## src/eep_pkg.sv

```systemverilog
// Constants, timing counts and command tables for the parallel EEPROM host controller.
// Assumes a 200 MHz controller clock; all counts except the fixed BLC_GUARD and SYNC_STAGES derive from that rate.
package eep_pkg;

   // ---------------------------------------------------------------
   // Widths and field positions
   // ---------------------------------------------------------------
   localparam int ADDR_W = 15;
   localparam int DATA_W = 8;
   localparam int CNT_W = 20;
   localparam int PAGE_ADDR_LOW_BIT = 7;
   localparam int PAGE_ADDR_HIGH_BIT = 14;
   localparam int COMPLEMENT_POLL_BIT = 7;
   localparam int TOGGLE_STATUS_BIT = 6;
   localparam logic [7:0] PAGE_BYTES = 8'h80;
   localparam logic [7:0] PCNT_RST = 8'h00;
   localparam logic [2:0] SEQ_UNLOCK_LEN = 3'h3;
   localparam logic [2:0] SEQ_RESET_LEN = 3'h6;

   // ---------------------------------------------------------------
   // Timing
   // ---------------------------------------------------------------
   localparam int CLK_MHZ = 200;
   localparam int SYNC_STAGES = 2;
   localparam int T_WP_NS = 50;
   localparam int T_WPH_NS = 50;
   localparam int T_ACC_NS = 150;
   localparam int T_BLC_US = 100;
   localparam int T_WC_MS = 5;
   localparam int T_DW_US = 10;
   // Least times round up, longest times round down
   localparam int T_WP_CYC = (T_WP_NS * CLK_MHZ + 999) / 1000;
   localparam int T_WPH_CYC = (T_WPH_NS * CLK_MHZ + 999) / 1000;
   localparam int T_ACC_CYC = (T_ACC_NS * CLK_MHZ + 999) / 1000;
   localparam int T_RD_CYC = T_ACC_CYC + SYNC_STAGES;
   localparam int BLC_CYC = T_BLC_US * CLK_MHZ;
   localparam int WC_CYC = T_WC_MS * 1000 * CLK_MHZ;
   localparam int DW_CYC = T_DW_US * CLK_MHZ;
   // Extra idle beyond the load window before polling starts
   localparam int BLC_GUARD = 16;
   localparam logic [CNT_W-1:0] WP_END = 20'(T_WP_CYC - 1);
   localparam logic [CNT_W-1:0] WPH_END = 20'(T_WPH_CYC - 1);
   localparam logic [CNT_W-1:0] RD_END = 20'(T_RD_CYC - 1);
   localparam logic [CNT_W-1:0] CNT_RST = 20'h0_0000;
   localparam logic [CNT_W-1:0] CNT_ONE = 20'h0_0001;

   // ---------------------------------------------------------------
   // Operations and command sequences
   // ---------------------------------------------------------------
   typedef enum logic [1:0] {
      EEP_OP_READ = 2'h0,
      EEP_OP_WRITE = 2'h1,
      EEP_OP_PWRITE = 2'h2,
      EEP_OP_UNPROT = 2'h3
   } eep_op_t;

   // Common byte-wide convention; change here to suit another part
   localparam logic [ADDR_W-1:0] CMD_ADDR_1 = 15'h5555;
   localparam logic [ADDR_W-1:0] CMD_ADDR_2 = 15'h2aaa;
   localparam logic [DATA_W-1:0] CMD_DATA_1 = 8'haa;
   localparam logic [DATA_W-1:0] CMD_DATA_2 = 8'h55;
   localparam logic [DATA_W-1:0] UNLOCK_DATA_3 = 8'ha0;
   localparam logic [DATA_W-1:0] RESET_DATA_3 = 8'h80;
   localparam logic [DATA_W-1:0] RESET_DATA_6 = 8'h20;

   function automatic logic [ADDR_W+DATA_W-1:0] eep_cmd_word(input logic is_reset, input logic [2:0] idx);
      logic [ADDR_W+DATA_W-1:0] w;
      w = {CMD_ADDR_1, CMD_DATA_1};
      case (idx)
         3'h0: w = {CMD_ADDR_1, CMD_DATA_1};
         3'h1: w = {CMD_ADDR_2, CMD_DATA_2};
         3'h2: w = is_reset ? {CMD_ADDR_1, RESET_DATA_3} : {CMD_ADDR_1, UNLOCK_DATA_3};
         3'h3: w = {CMD_ADDR_1, CMD_DATA_1};
         3'h4: w = {CMD_ADDR_2, CMD_DATA_2};
         3'h5: w = {CMD_ADDR_1, RESET_DATA_6};
         default: w = {CMD_ADDR_1, CMD_DATA_1};
      endcase
      return w;
   endfunction : eep_cmd_word

endpackage : eep_pkg

```

## src/eep_sync.sv

```systemverilog
// Two-flop synchroniser for a bus of pin inputs.
// Assumes each bit is sampled independently; bus skew is covered by access margin.
`timescale 1ns/1ps
module eep_sync #(
   parameter int W = 8
) (
   input wire logic clk_i,
   input wire logic rst_i,
   input wire logic [W-1:0] d_i,
   output logic [W-1:0] q_o
);
   logic [W-1:0] meta_r;
   logic [W-1:0] q_r;

   always_ff @(posedge clk_i or posedge rst_i) begin
      if (rst_i) begin
         meta_r <= '0;
         q_r <= '0;
      end else begin
         meta_r <= d_i;
         q_r <= meta_r;
      end
   end

   assign q_o = q_r;
endmodule : eep_sync

```

## src/eep_host.sv

```systemverilog
// Host controller driving a parallel byte-alterable EEPROM through its pins.
// Assumes one 200 MHz clock; the data bus returns through eep_sync before use.
`timescale 1ns/1ps
module eep_host #(
   parameter int BLC_CYC = eep_pkg::BLC_CYC,
   parameter int WC_CYC = eep_pkg::WC_CYC,
   parameter int DW_CYC = eep_pkg::DW_CYC
) (
   input wire logic clk_i,
   input wire logic rst_i,
   input wire logic req_i,
   input wire logic [1:0] op_i,
   input wire logic [eep_pkg::ADDR_W-1:0] addr_i,
   input wire logic [eep_pkg::DATA_W-1:0] wdata_i,
   output logic ready_o,
   output logic ack_o,
   output logic busy_o,
   output logic [eep_pkg::DATA_W-1:0] rdata_o,
   output logic rvalid_o,
   output logic timeout_o,
   output logic chip_select_n_o,
   output logic output_enable_n_o,
   output logic write_strobe_n_o,
   output logic [eep_pkg::ADDR_W-1:0] addr_o,
   input wire logic [eep_pkg::DATA_W-1:0] dq_i,
   output logic [eep_pkg::DATA_W-1:0] dq_o,
   output logic dq_oe_o
);
   // ---------------------------------------------------------------
   // State
   // ---------------------------------------------------------------
   typedef enum logic [6:0] {
      ST_IDLE = 7'h01,
      ST_WLO = 7'h02,
      ST_WHI = 7'h04,
      ST_PWAIT = 7'h08,
      ST_RD = 7'h10,
      ST_POLL = 7'h20,
      ST_DW = 7'h40
   } eep_state_t;

   localparam int PW = eep_pkg::PAGE_ADDR_HIGH_BIT - eep_pkg::PAGE_ADDR_LOW_BIT + 1;

   eep_state_t state_r, state_nxt;
   logic [eep_pkg::CNT_W-1:0] cnt_r, cnt_nxt;
   logic [eep_pkg::CNT_W-1:0] win_r, win_nxt;
   logic [eep_pkg::CNT_W-1:0] to_r, to_nxt;
   logic [eep_pkg::ADDR_W-1:0] addr_r, addr_nxt, tgt_addr_r, tgt_addr_nxt;
   logic [eep_pkg::DATA_W-1:0] data_r, data_nxt, tgt_data_r, tgt_data_nxt;
   logic [PW-1:0] page_r, page_nxt;
   logic [7:0] pcnt_r, pcnt_nxt;
   logic [2:0] seq_r, seq_nxt, seq_len_r, seq_len_nxt;
   logic seq_rst_r, seq_rst_nxt, pend_r, pend_nxt;
   logic polling_r, polling_nxt, ptog_r, ptog_nxt, pbit_r, pbit_nxt;
   logic [eep_pkg::DATA_W-1:0] rdata_r, rdata_nxt;
   logic rvalid_r, rvalid_nxt, timeout_r, timeout_nxt;
   logic [eep_pkg::DATA_W-1:0] dq_sync;
   logic is_write_op, page_match, ready;
   logic [eep_pkg::ADDR_W+eep_pkg::DATA_W-1:0] cmd_w;

   // Pin data crosses into the clock domain before any decision
   eep_sync #(.W(eep_pkg::DATA_W)) u_sync (
      .clk_i(clk_i),
      .rst_i(rst_i),
      .d_i(dq_i),
      .q_o(dq_sync)
   );

   // ---------------------------------------------------------------
   // Request acceptance
   // ---------------------------------------------------------------
   assign is_write_op = (op_i == eep_pkg::EEP_OP_WRITE) || (op_i == eep_pkg::EEP_OP_PWRITE);
   assign page_match = addr_i[eep_pkg::PAGE_ADDR_HIGH_BIT:eep_pkg::PAGE_ADDR_LOW_BIT] == page_r;
   // Extending a page needs same page, room left, and time before the window closes
   assign ready = (state_r == ST_IDLE) ||
                  ((state_r == ST_PWAIT) && is_write_op && page_match &&
                   (pcnt_r < eep_pkg::PAGE_BYTES) && (win_r < 20'(BLC_CYC - 2)));
   assign ready_o = ready;
   assign ack_o = req_i && ready;
   // Next command word from the registered index, so the next-state logic stays loop-free
   assign cmd_w = eep_pkg::eep_cmd_word(seq_rst_r, seq_r + 3'h1);

   // ---------------------------------------------------------------
   // Next-state logic
   // ---------------------------------------------------------------
   always_comb begin
      state_nxt = state_r;
      cnt_nxt = cnt_r + eep_pkg::CNT_ONE;
      win_nxt = (win_r == '1) ? win_r : win_r + eep_pkg::CNT_ONE;
      to_nxt = to_r;
      addr_nxt = addr_r;
      data_nxt = data_r;
      tgt_addr_nxt = tgt_addr_r;
      tgt_data_nxt = tgt_data_r;
      page_nxt = page_r;
      pcnt_nxt = pcnt_r;
      seq_nxt = seq_r;
      seq_len_nxt = seq_len_r;
      seq_rst_nxt = seq_rst_r;
      pend_nxt = pend_r;
      polling_nxt = polling_r;
      ptog_nxt = ptog_r;
      pbit_nxt = pbit_r;
      rdata_nxt = rdata_r;
      rvalid_nxt = 1'b0;
      timeout_nxt = timeout_r;
      case (state_r)
         ST_IDLE: begin
            if (req_i) begin
               timeout_nxt = 1'b0;
               tgt_addr_nxt = addr_i;
               tgt_data_nxt = wdata_i;
               cnt_nxt = eep_pkg::CNT_RST;
               seq_nxt = 3'h0;
               seq_len_nxt = 3'h0;
               seq_rst_nxt = (op_i == eep_pkg::EEP_OP_UNPROT);
               pend_nxt = (op_i == eep_pkg::EEP_OP_PWRITE);
               page_nxt = addr_i[eep_pkg::PAGE_ADDR_HIGH_BIT:eep_pkg::PAGE_ADDR_LOW_BIT];
               pcnt_nxt = eep_pkg::PCNT_RST;
               case (op_i)
                  eep_pkg::EEP_OP_READ: begin
                     addr_nxt = addr_i;
                     polling_nxt = 1'b0;
                     state_nxt = ST_RD;
                  end
                  eep_pkg::EEP_OP_WRITE: begin
                     addr_nxt = addr_i;
                     data_nxt = wdata_i;
                     win_nxt = eep_pkg::CNT_RST;
                     state_nxt = ST_WLO;
                  end
                  default: begin
                     // Unlock ahead of every protected burst, reset sequence for unprotect
                     seq_len_nxt = (op_i == eep_pkg::EEP_OP_UNPROT) ? eep_pkg::SEQ_RESET_LEN :
                                                                     eep_pkg::SEQ_UNLOCK_LEN;
                     {addr_nxt, data_nxt} = eep_pkg::eep_cmd_word(op_i == eep_pkg::EEP_OP_UNPROT, 3'h0);
                     win_nxt = eep_pkg::CNT_RST;
                     state_nxt = ST_WLO;
                  end
               endcase
            end
         end
         ST_WLO: begin
            if (cnt_r == eep_pkg::WP_END) begin
               cnt_nxt = eep_pkg::CNT_RST;
               state_nxt = ST_WHI;
            end
         end
         ST_WHI: begin
            if (cnt_r == eep_pkg::WPH_END) begin
               cnt_nxt = eep_pkg::CNT_RST;
               if (seq_len_r != 3'h0 && seq_r + 3'h1 < seq_len_r) begin
                  // Command writes follow back to back, no other cycles between
                  seq_nxt = seq_r + 3'h1;
                  {addr_nxt, data_nxt} = cmd_w;
                  win_nxt = eep_pkg::CNT_RST;
                  state_nxt = ST_WLO;
               end else if (seq_len_r != 3'h0) begin
                  seq_len_nxt = 3'h0;
                  if (pend_r) begin
                     pend_nxt = 1'b0;
                     addr_nxt = tgt_addr_r;
                     data_nxt = tgt_data_r;
                     win_nxt = eep_pkg::CNT_RST;
                     state_nxt = ST_WLO;
                  end else begin
                     // Reset sequence done; poll the toggle bit until programming ends
                     to_nxt = eep_pkg::CNT_RST;
                     ptog_nxt = 1'b0;
                     state_nxt = ST_POLL;
                  end
               end else begin
                  pcnt_nxt = pcnt_r + 8'h01;
                  state_nxt = ST_PWAIT;
               end
            end
         end
         ST_PWAIT: begin
            if (req_i && ready) begin
               addr_nxt = addr_i;
               data_nxt = wdata_i;
               cnt_nxt = eep_pkg::CNT_RST;
               win_nxt = eep_pkg::CNT_RST;
               state_nxt = ST_WLO;
            end else if (win_r >= 20'(BLC_CYC + eep_pkg::BLC_GUARD)) begin
               // Polling before the device closes the page could see a false stable bit
               to_nxt = eep_pkg::CNT_RST;
               ptog_nxt = 1'b0;
               cnt_nxt = eep_pkg::CNT_RST;
               state_nxt = ST_POLL;
            end
         end
         ST_POLL: begin
            to_nxt = to_r + eep_pkg::CNT_ONE;
            if (to_r >= 20'(WC_CYC)) begin
               timeout_nxt = 1'b1;
               state_nxt = ST_IDLE;
            end else if (cnt_r == eep_pkg::WPH_END) begin
               cnt_nxt = eep_pkg::CNT_RST;
               polling_nxt = 1'b1;
               state_nxt = ST_RD;
            end
         end
         ST_RD: begin
            to_nxt = to_r + eep_pkg::CNT_ONE;
            // Full access time plus synchroniser delay before sampling
            if (cnt_r == eep_pkg::RD_END) begin
               cnt_nxt = eep_pkg::CNT_RST;
               if (!polling_r) begin
                  rdata_nxt = dq_sync;
                  rvalid_nxt = 1'b1;
                  state_nxt = ST_IDLE;
               end else if (ptog_r && dq_sync[eep_pkg::TOGGLE_STATUS_BIT] == pbit_r) begin
                  state_nxt = ST_DW;
               end else begin
                  ptog_nxt = 1'b1;
                  pbit_nxt = dq_sync[eep_pkg::TOGGLE_STATUS_BIT];
                  state_nxt = ST_POLL;
               end
            end
         end
         ST_DW: begin
            if (cnt_r >= 20'(DW_CYC - 1)) begin
               state_nxt = ST_IDLE;
            end
         end
         default: begin
            state_nxt = ST_IDLE;
         end
      endcase
   end

   // ---------------------------------------------------------------
   // Registers
   // ---------------------------------------------------------------
   always_ff @(posedge clk_i or posedge rst_i) begin
      if (rst_i) begin
         state_r <= ST_IDLE;
         cnt_r <= eep_pkg::CNT_RST;
         win_r <= eep_pkg::CNT_RST;
         to_r <= eep_pkg::CNT_RST;
         addr_r <= '0;
         data_r <= '0;
         tgt_addr_r <= '0;
         tgt_data_r <= '0;
         page_r <= '0;
         pcnt_r <= eep_pkg::PCNT_RST;
         seq_r <= 3'h0;
         seq_len_r <= 3'h0;
         seq_rst_r <= 1'b0;
         pend_r <= 1'b0;
         polling_r <= 1'b0;
         ptog_r <= 1'b0;
         pbit_r <= 1'b0;
         rdata_r <= '0;
         rvalid_r <= 1'b0;
         timeout_r <= 1'b0;
      end else begin
         state_r <= state_nxt;
         cnt_r <= cnt_nxt;
         win_r <= win_nxt;
         to_r <= to_nxt;
         addr_r <= addr_nxt;
         data_r <= data_nxt;
         tgt_addr_r <= tgt_addr_nxt;
         tgt_data_r <= tgt_data_nxt;
         page_r <= page_nxt;
         pcnt_r <= pcnt_nxt;
         seq_r <= seq_nxt;
         seq_len_r <= seq_len_nxt;
         seq_rst_r <= seq_rst_nxt;
         pend_r <= pend_nxt;
         polling_r <= polling_nxt;
         ptog_r <= ptog_nxt;
         pbit_r <= pbit_nxt;
         rdata_r <= rdata_nxt;
         rvalid_r <= rvalid_nxt;
         timeout_r <= timeout_nxt;
      end
   end

   // ---------------------------------------------------------------
   // Pin drive
   // ---------------------------------------------------------------
   // Strobes decode single one-hot bits, chip select the OR of two; write phase never overlaps a read phase
   assign chip_select_n_o = ~(state_r[1] | state_r[4]);
   assign write_strobe_n_o = ~state_r[1];
   assign output_enable_n_o = ~state_r[4];
   assign dq_oe_o = state_r[1] | state_r[2];
   assign dq_o = data_r;
   assign addr_o = addr_r;
   assign busy_o = (state_r != ST_IDLE);
   assign rdata_o = rdata_r;
   assign rvalid_o = rvalid_r;
   assign timeout_o = timeout_r;
endmodule : eep_host

```

## config.mk

```make
export PLATFORM = sky130hd
export DESIGN_NAME = eep_host
export DESIGN_NICKNAME = d
export VERILOG_FILES = /design/src/eep_pkg.sv /design/src/eep_sync.sv /design/src/eep_host.sv
export SDC_FILE = /design/constraint.sdc
export NUM_CORES = 1
export LEC_CHECK = 0
export BUFFER_PORTS_ARGS = -buffer_cell sky130_fd_sc_hd__buf_2
export CORE_UTILIZATION = 48
export DETAILED_ROUTE_END_ITERATION = 10
export GPL_TIMING_DRIVEN = 0
export PLACE_DENSITY = 0.67
export SLEW_MARGIN = 30
export SYNTH_ARGS = -nofsm -noshare
export SYNTH_HDL_FRONTEND = slang
export SYNTH_SLANG_ARGS = --single-unit
```

## constraint.sdc

```tcl
create_clock -name clk_i -period 17.3 [get_ports clk_i]
set_input_delay 5.19 -clock clk_i [delete_from_list [all_inputs] [get_ports clk_i]]
set_output_delay 5.19 -clock clk_i [all_outputs]
set_load 0.03 [all_outputs]
```

==> metrics.txt <==
number of buffers added for setup after CTS 0; Clock Latency Late Sink 440 ps; die area 17400 um2; Starting DRT DRC Count 531; Post-CTS Hold Fix Bufs 0; initial core utilization 49.0%; Rel. slew slack 39.7%; cell count after synthesis 862; Pwr Total 1.41 mW; Inserted Diodes 0; Die X 132 um; Setup Crit Path Kind in2out; Unique masters post-synth 62; vias in the first global route 6431; first-pass GRT wire length 31600 um; area delta synth->final 15.6%; clk buf depth 2; Hold Violations, Final 0; CTS root buf clkbuf_16; DR vias 6701; required time worst endpoint 12110 ps; grt total ovfl 0; most frequent cells in the layout dfrtp_1 (156), nand2_1 (135), nor2_1 (94), buf_2 (86), o21ai_0 (44); CTS Buf Count 17; Via density 5.63; Worst Hold Class reg2reg; Final HPWL DP 13100 um; maximum clock rate 79.8 MHz; most common cell after layout, fill and taps aside dfrtp_1; Resize count post-CTS 0; RSZ-0062 raised after global routing no; fill cell count 1509; GRT met3 Usage 4.77%; status complete, but fails checks; sequential fraction of the synthesis area 48.6%; FP Rows 47; routability cong. 0.843; Final setup violation count 0; htree depth 4; max-slew violations 0; Total Routed Length 18800 um; GRT met1 Usage 31.5%; buffers added on ports 75; final cell count without fillers 1190; shortest period the worst path allows 12530 ps; pwr dens 151 nW/um2; placed cells 1158; max_cap viols 0; I/O Pins 76; failing checks design-rule violations; crit path DAT 7340 ps; Worst Tran Pin Value 882 ps; clk sink count 157; syn_nets 914; leakage 4.31 nW; clock slew at reported path FFs 60 ps; routed length per instance 15.8 um; Tot GR Track Use 22.9%; GRT busiest layer met2; CP max FO 4; antenna violations before repair 0; Nets 1009; met2 usage 36.7%; worst hold margin 348 ps; largest net degree at the start of global routing 80; crit end category output pin; clock skew 12.6 ps; Peak VDD IR 0.0000936 V; top_reg_cell synth dfrtp_1; Syn Std Cell Area 8090 um2; DRC Markers 2; Setup TNS Final 0 ps; final cycle utilization of the critical path 72.4%; Avg Inst Size Synth 9.39 um2; Routed Antenna Nets 0; Pre-antenna DRT Iters 8; ratio of cells with drive above 1 in the final layout 17.0%; CTS tree yes; asr flop ratio synth 100%; Worst setup SP type input pin; Seq cells post-synth 157; Synthesis Warnings 0; die height 132 um; core area 16500 um2; Post-synth EDFFs 0
==> where the power goes <==
part,internal [mW],switching (mW)
Clock,0.213,0.156
Combinational,0.184,0.359
Sequential,0.442,0.0544
Total,0.839,0.570
==> logic make-up after synthesis <==
kind of cell	synth area share, %
compound gates	13.7
xor+xnor	4.87
fa+ha+maj	2.47
buf+inv	3.23
flops	48.6
mux	4.82
simple gates	22.3
==> metrics by stage <==
step	setup WS, ps	area [um2]	util (%)
floorplan	5300	8090	-
global placement	4820	8740	52.9
finish	4770	9350	56.6
global route	4670	9350	56.6
detailed placement	4740	8780	53.1
CTS	4740	9350	56.6
==> metal layers <==
metal / wire [um] / share of wire, %
met3: 847 / 4.5
met2: 8960 / 48
met5: 0 / 0
met4: 216 / 1.1
met1: 8800 / 47
==> synthesized netlist by cell type, types with 16 or more instances <==
master / n / share of area (%)
nand3_1: 40 / 2.5
dfrtp_1: 156 / 48
o21ai_0: 44 / 2.7
clkbuf_1: 25 / 1.2
a21oi_1: 28 / 1.7
nand2_1: 135 / 6.3
nor2_1: 94 / 4.4
o31ai_1: 31 / 2.9
nand4_1: 20 / 1.5
a31oi_1: 16 / 1.2
xnor2_1: 23 / 2.5
ha_1: 16 / 2.5
xor2_1: 22 / 2.4
mux2_2: 32 / 4.5
inv_1: 23 / 1.1
==> flip-flops by register name, indices dropped and copies added, names as in the netlist <==
signal,count
pcnt_r,8
win_r,20
pbit_r,1
u_sync.q_o,8
tgt_data_r,8
cnt_r,20
polling_r,1
tgt_addr_r,15
to_r,20
rdata_o,8
seq_rst_r,1
seq_r,3
state_r,7
seq_len_r,3
addr_o,15
timeout_o,1
rvalid_o,1
ptog_r,1
u_sync.meta_r,8
dq_o,8
==> cell type report <==
| class | instances | area [um2] | area share [%] |
|---|---|---|---|
| flip-flops and latches | 157 | 3930 | 42.0 |
| multi-input cells | 639 | 3900 | 41.7 |
| clock buffers | 19 | 433 | 4.63 |
| repair buffers | 76 | 403 | 4.31 |
| well taps | 220 | 275 | 2.94 |
| plain buffers | 42 | 171 | 1.83 |
| clock inverters | 13 | 144 | 1.54 |
| inverters | 24 | 97.6 | 1.04 |
==> worst max-delay path, stage by stage <==
cell and delay, ps:
buf_2 130, inv_1 70, ha_1 260, nor2b_1 140
nand4_1 200, a2111oi_0 620, nand2_1 220, a21oi_1 270
buf_2 240
==> final timing paths <==
| path | from | end | slack [ps] | cells after the start |
|---|---|---|---|---|
| hold / removal | u_sync.meta_r[5] | u_sync.q_o[5] | 350 | 0 |
| max in group asynchronous | rst_i | win_r[12] | 11700 | 3 |
| min in group asynchronous | rst_i | cnt_r[10] | 4820 | 2 |
| hold reg to reg | u_sync.meta_r[5] | u_sync.q_o[5] | 350 | 0 |
| setup reg to reg | seq_r[0] | dq_o[7] | 13380 | 11 |
| setup / recovery | op_i[1] | ack_o | 4770 | 9 |
(Power assumes the default switching activity.)
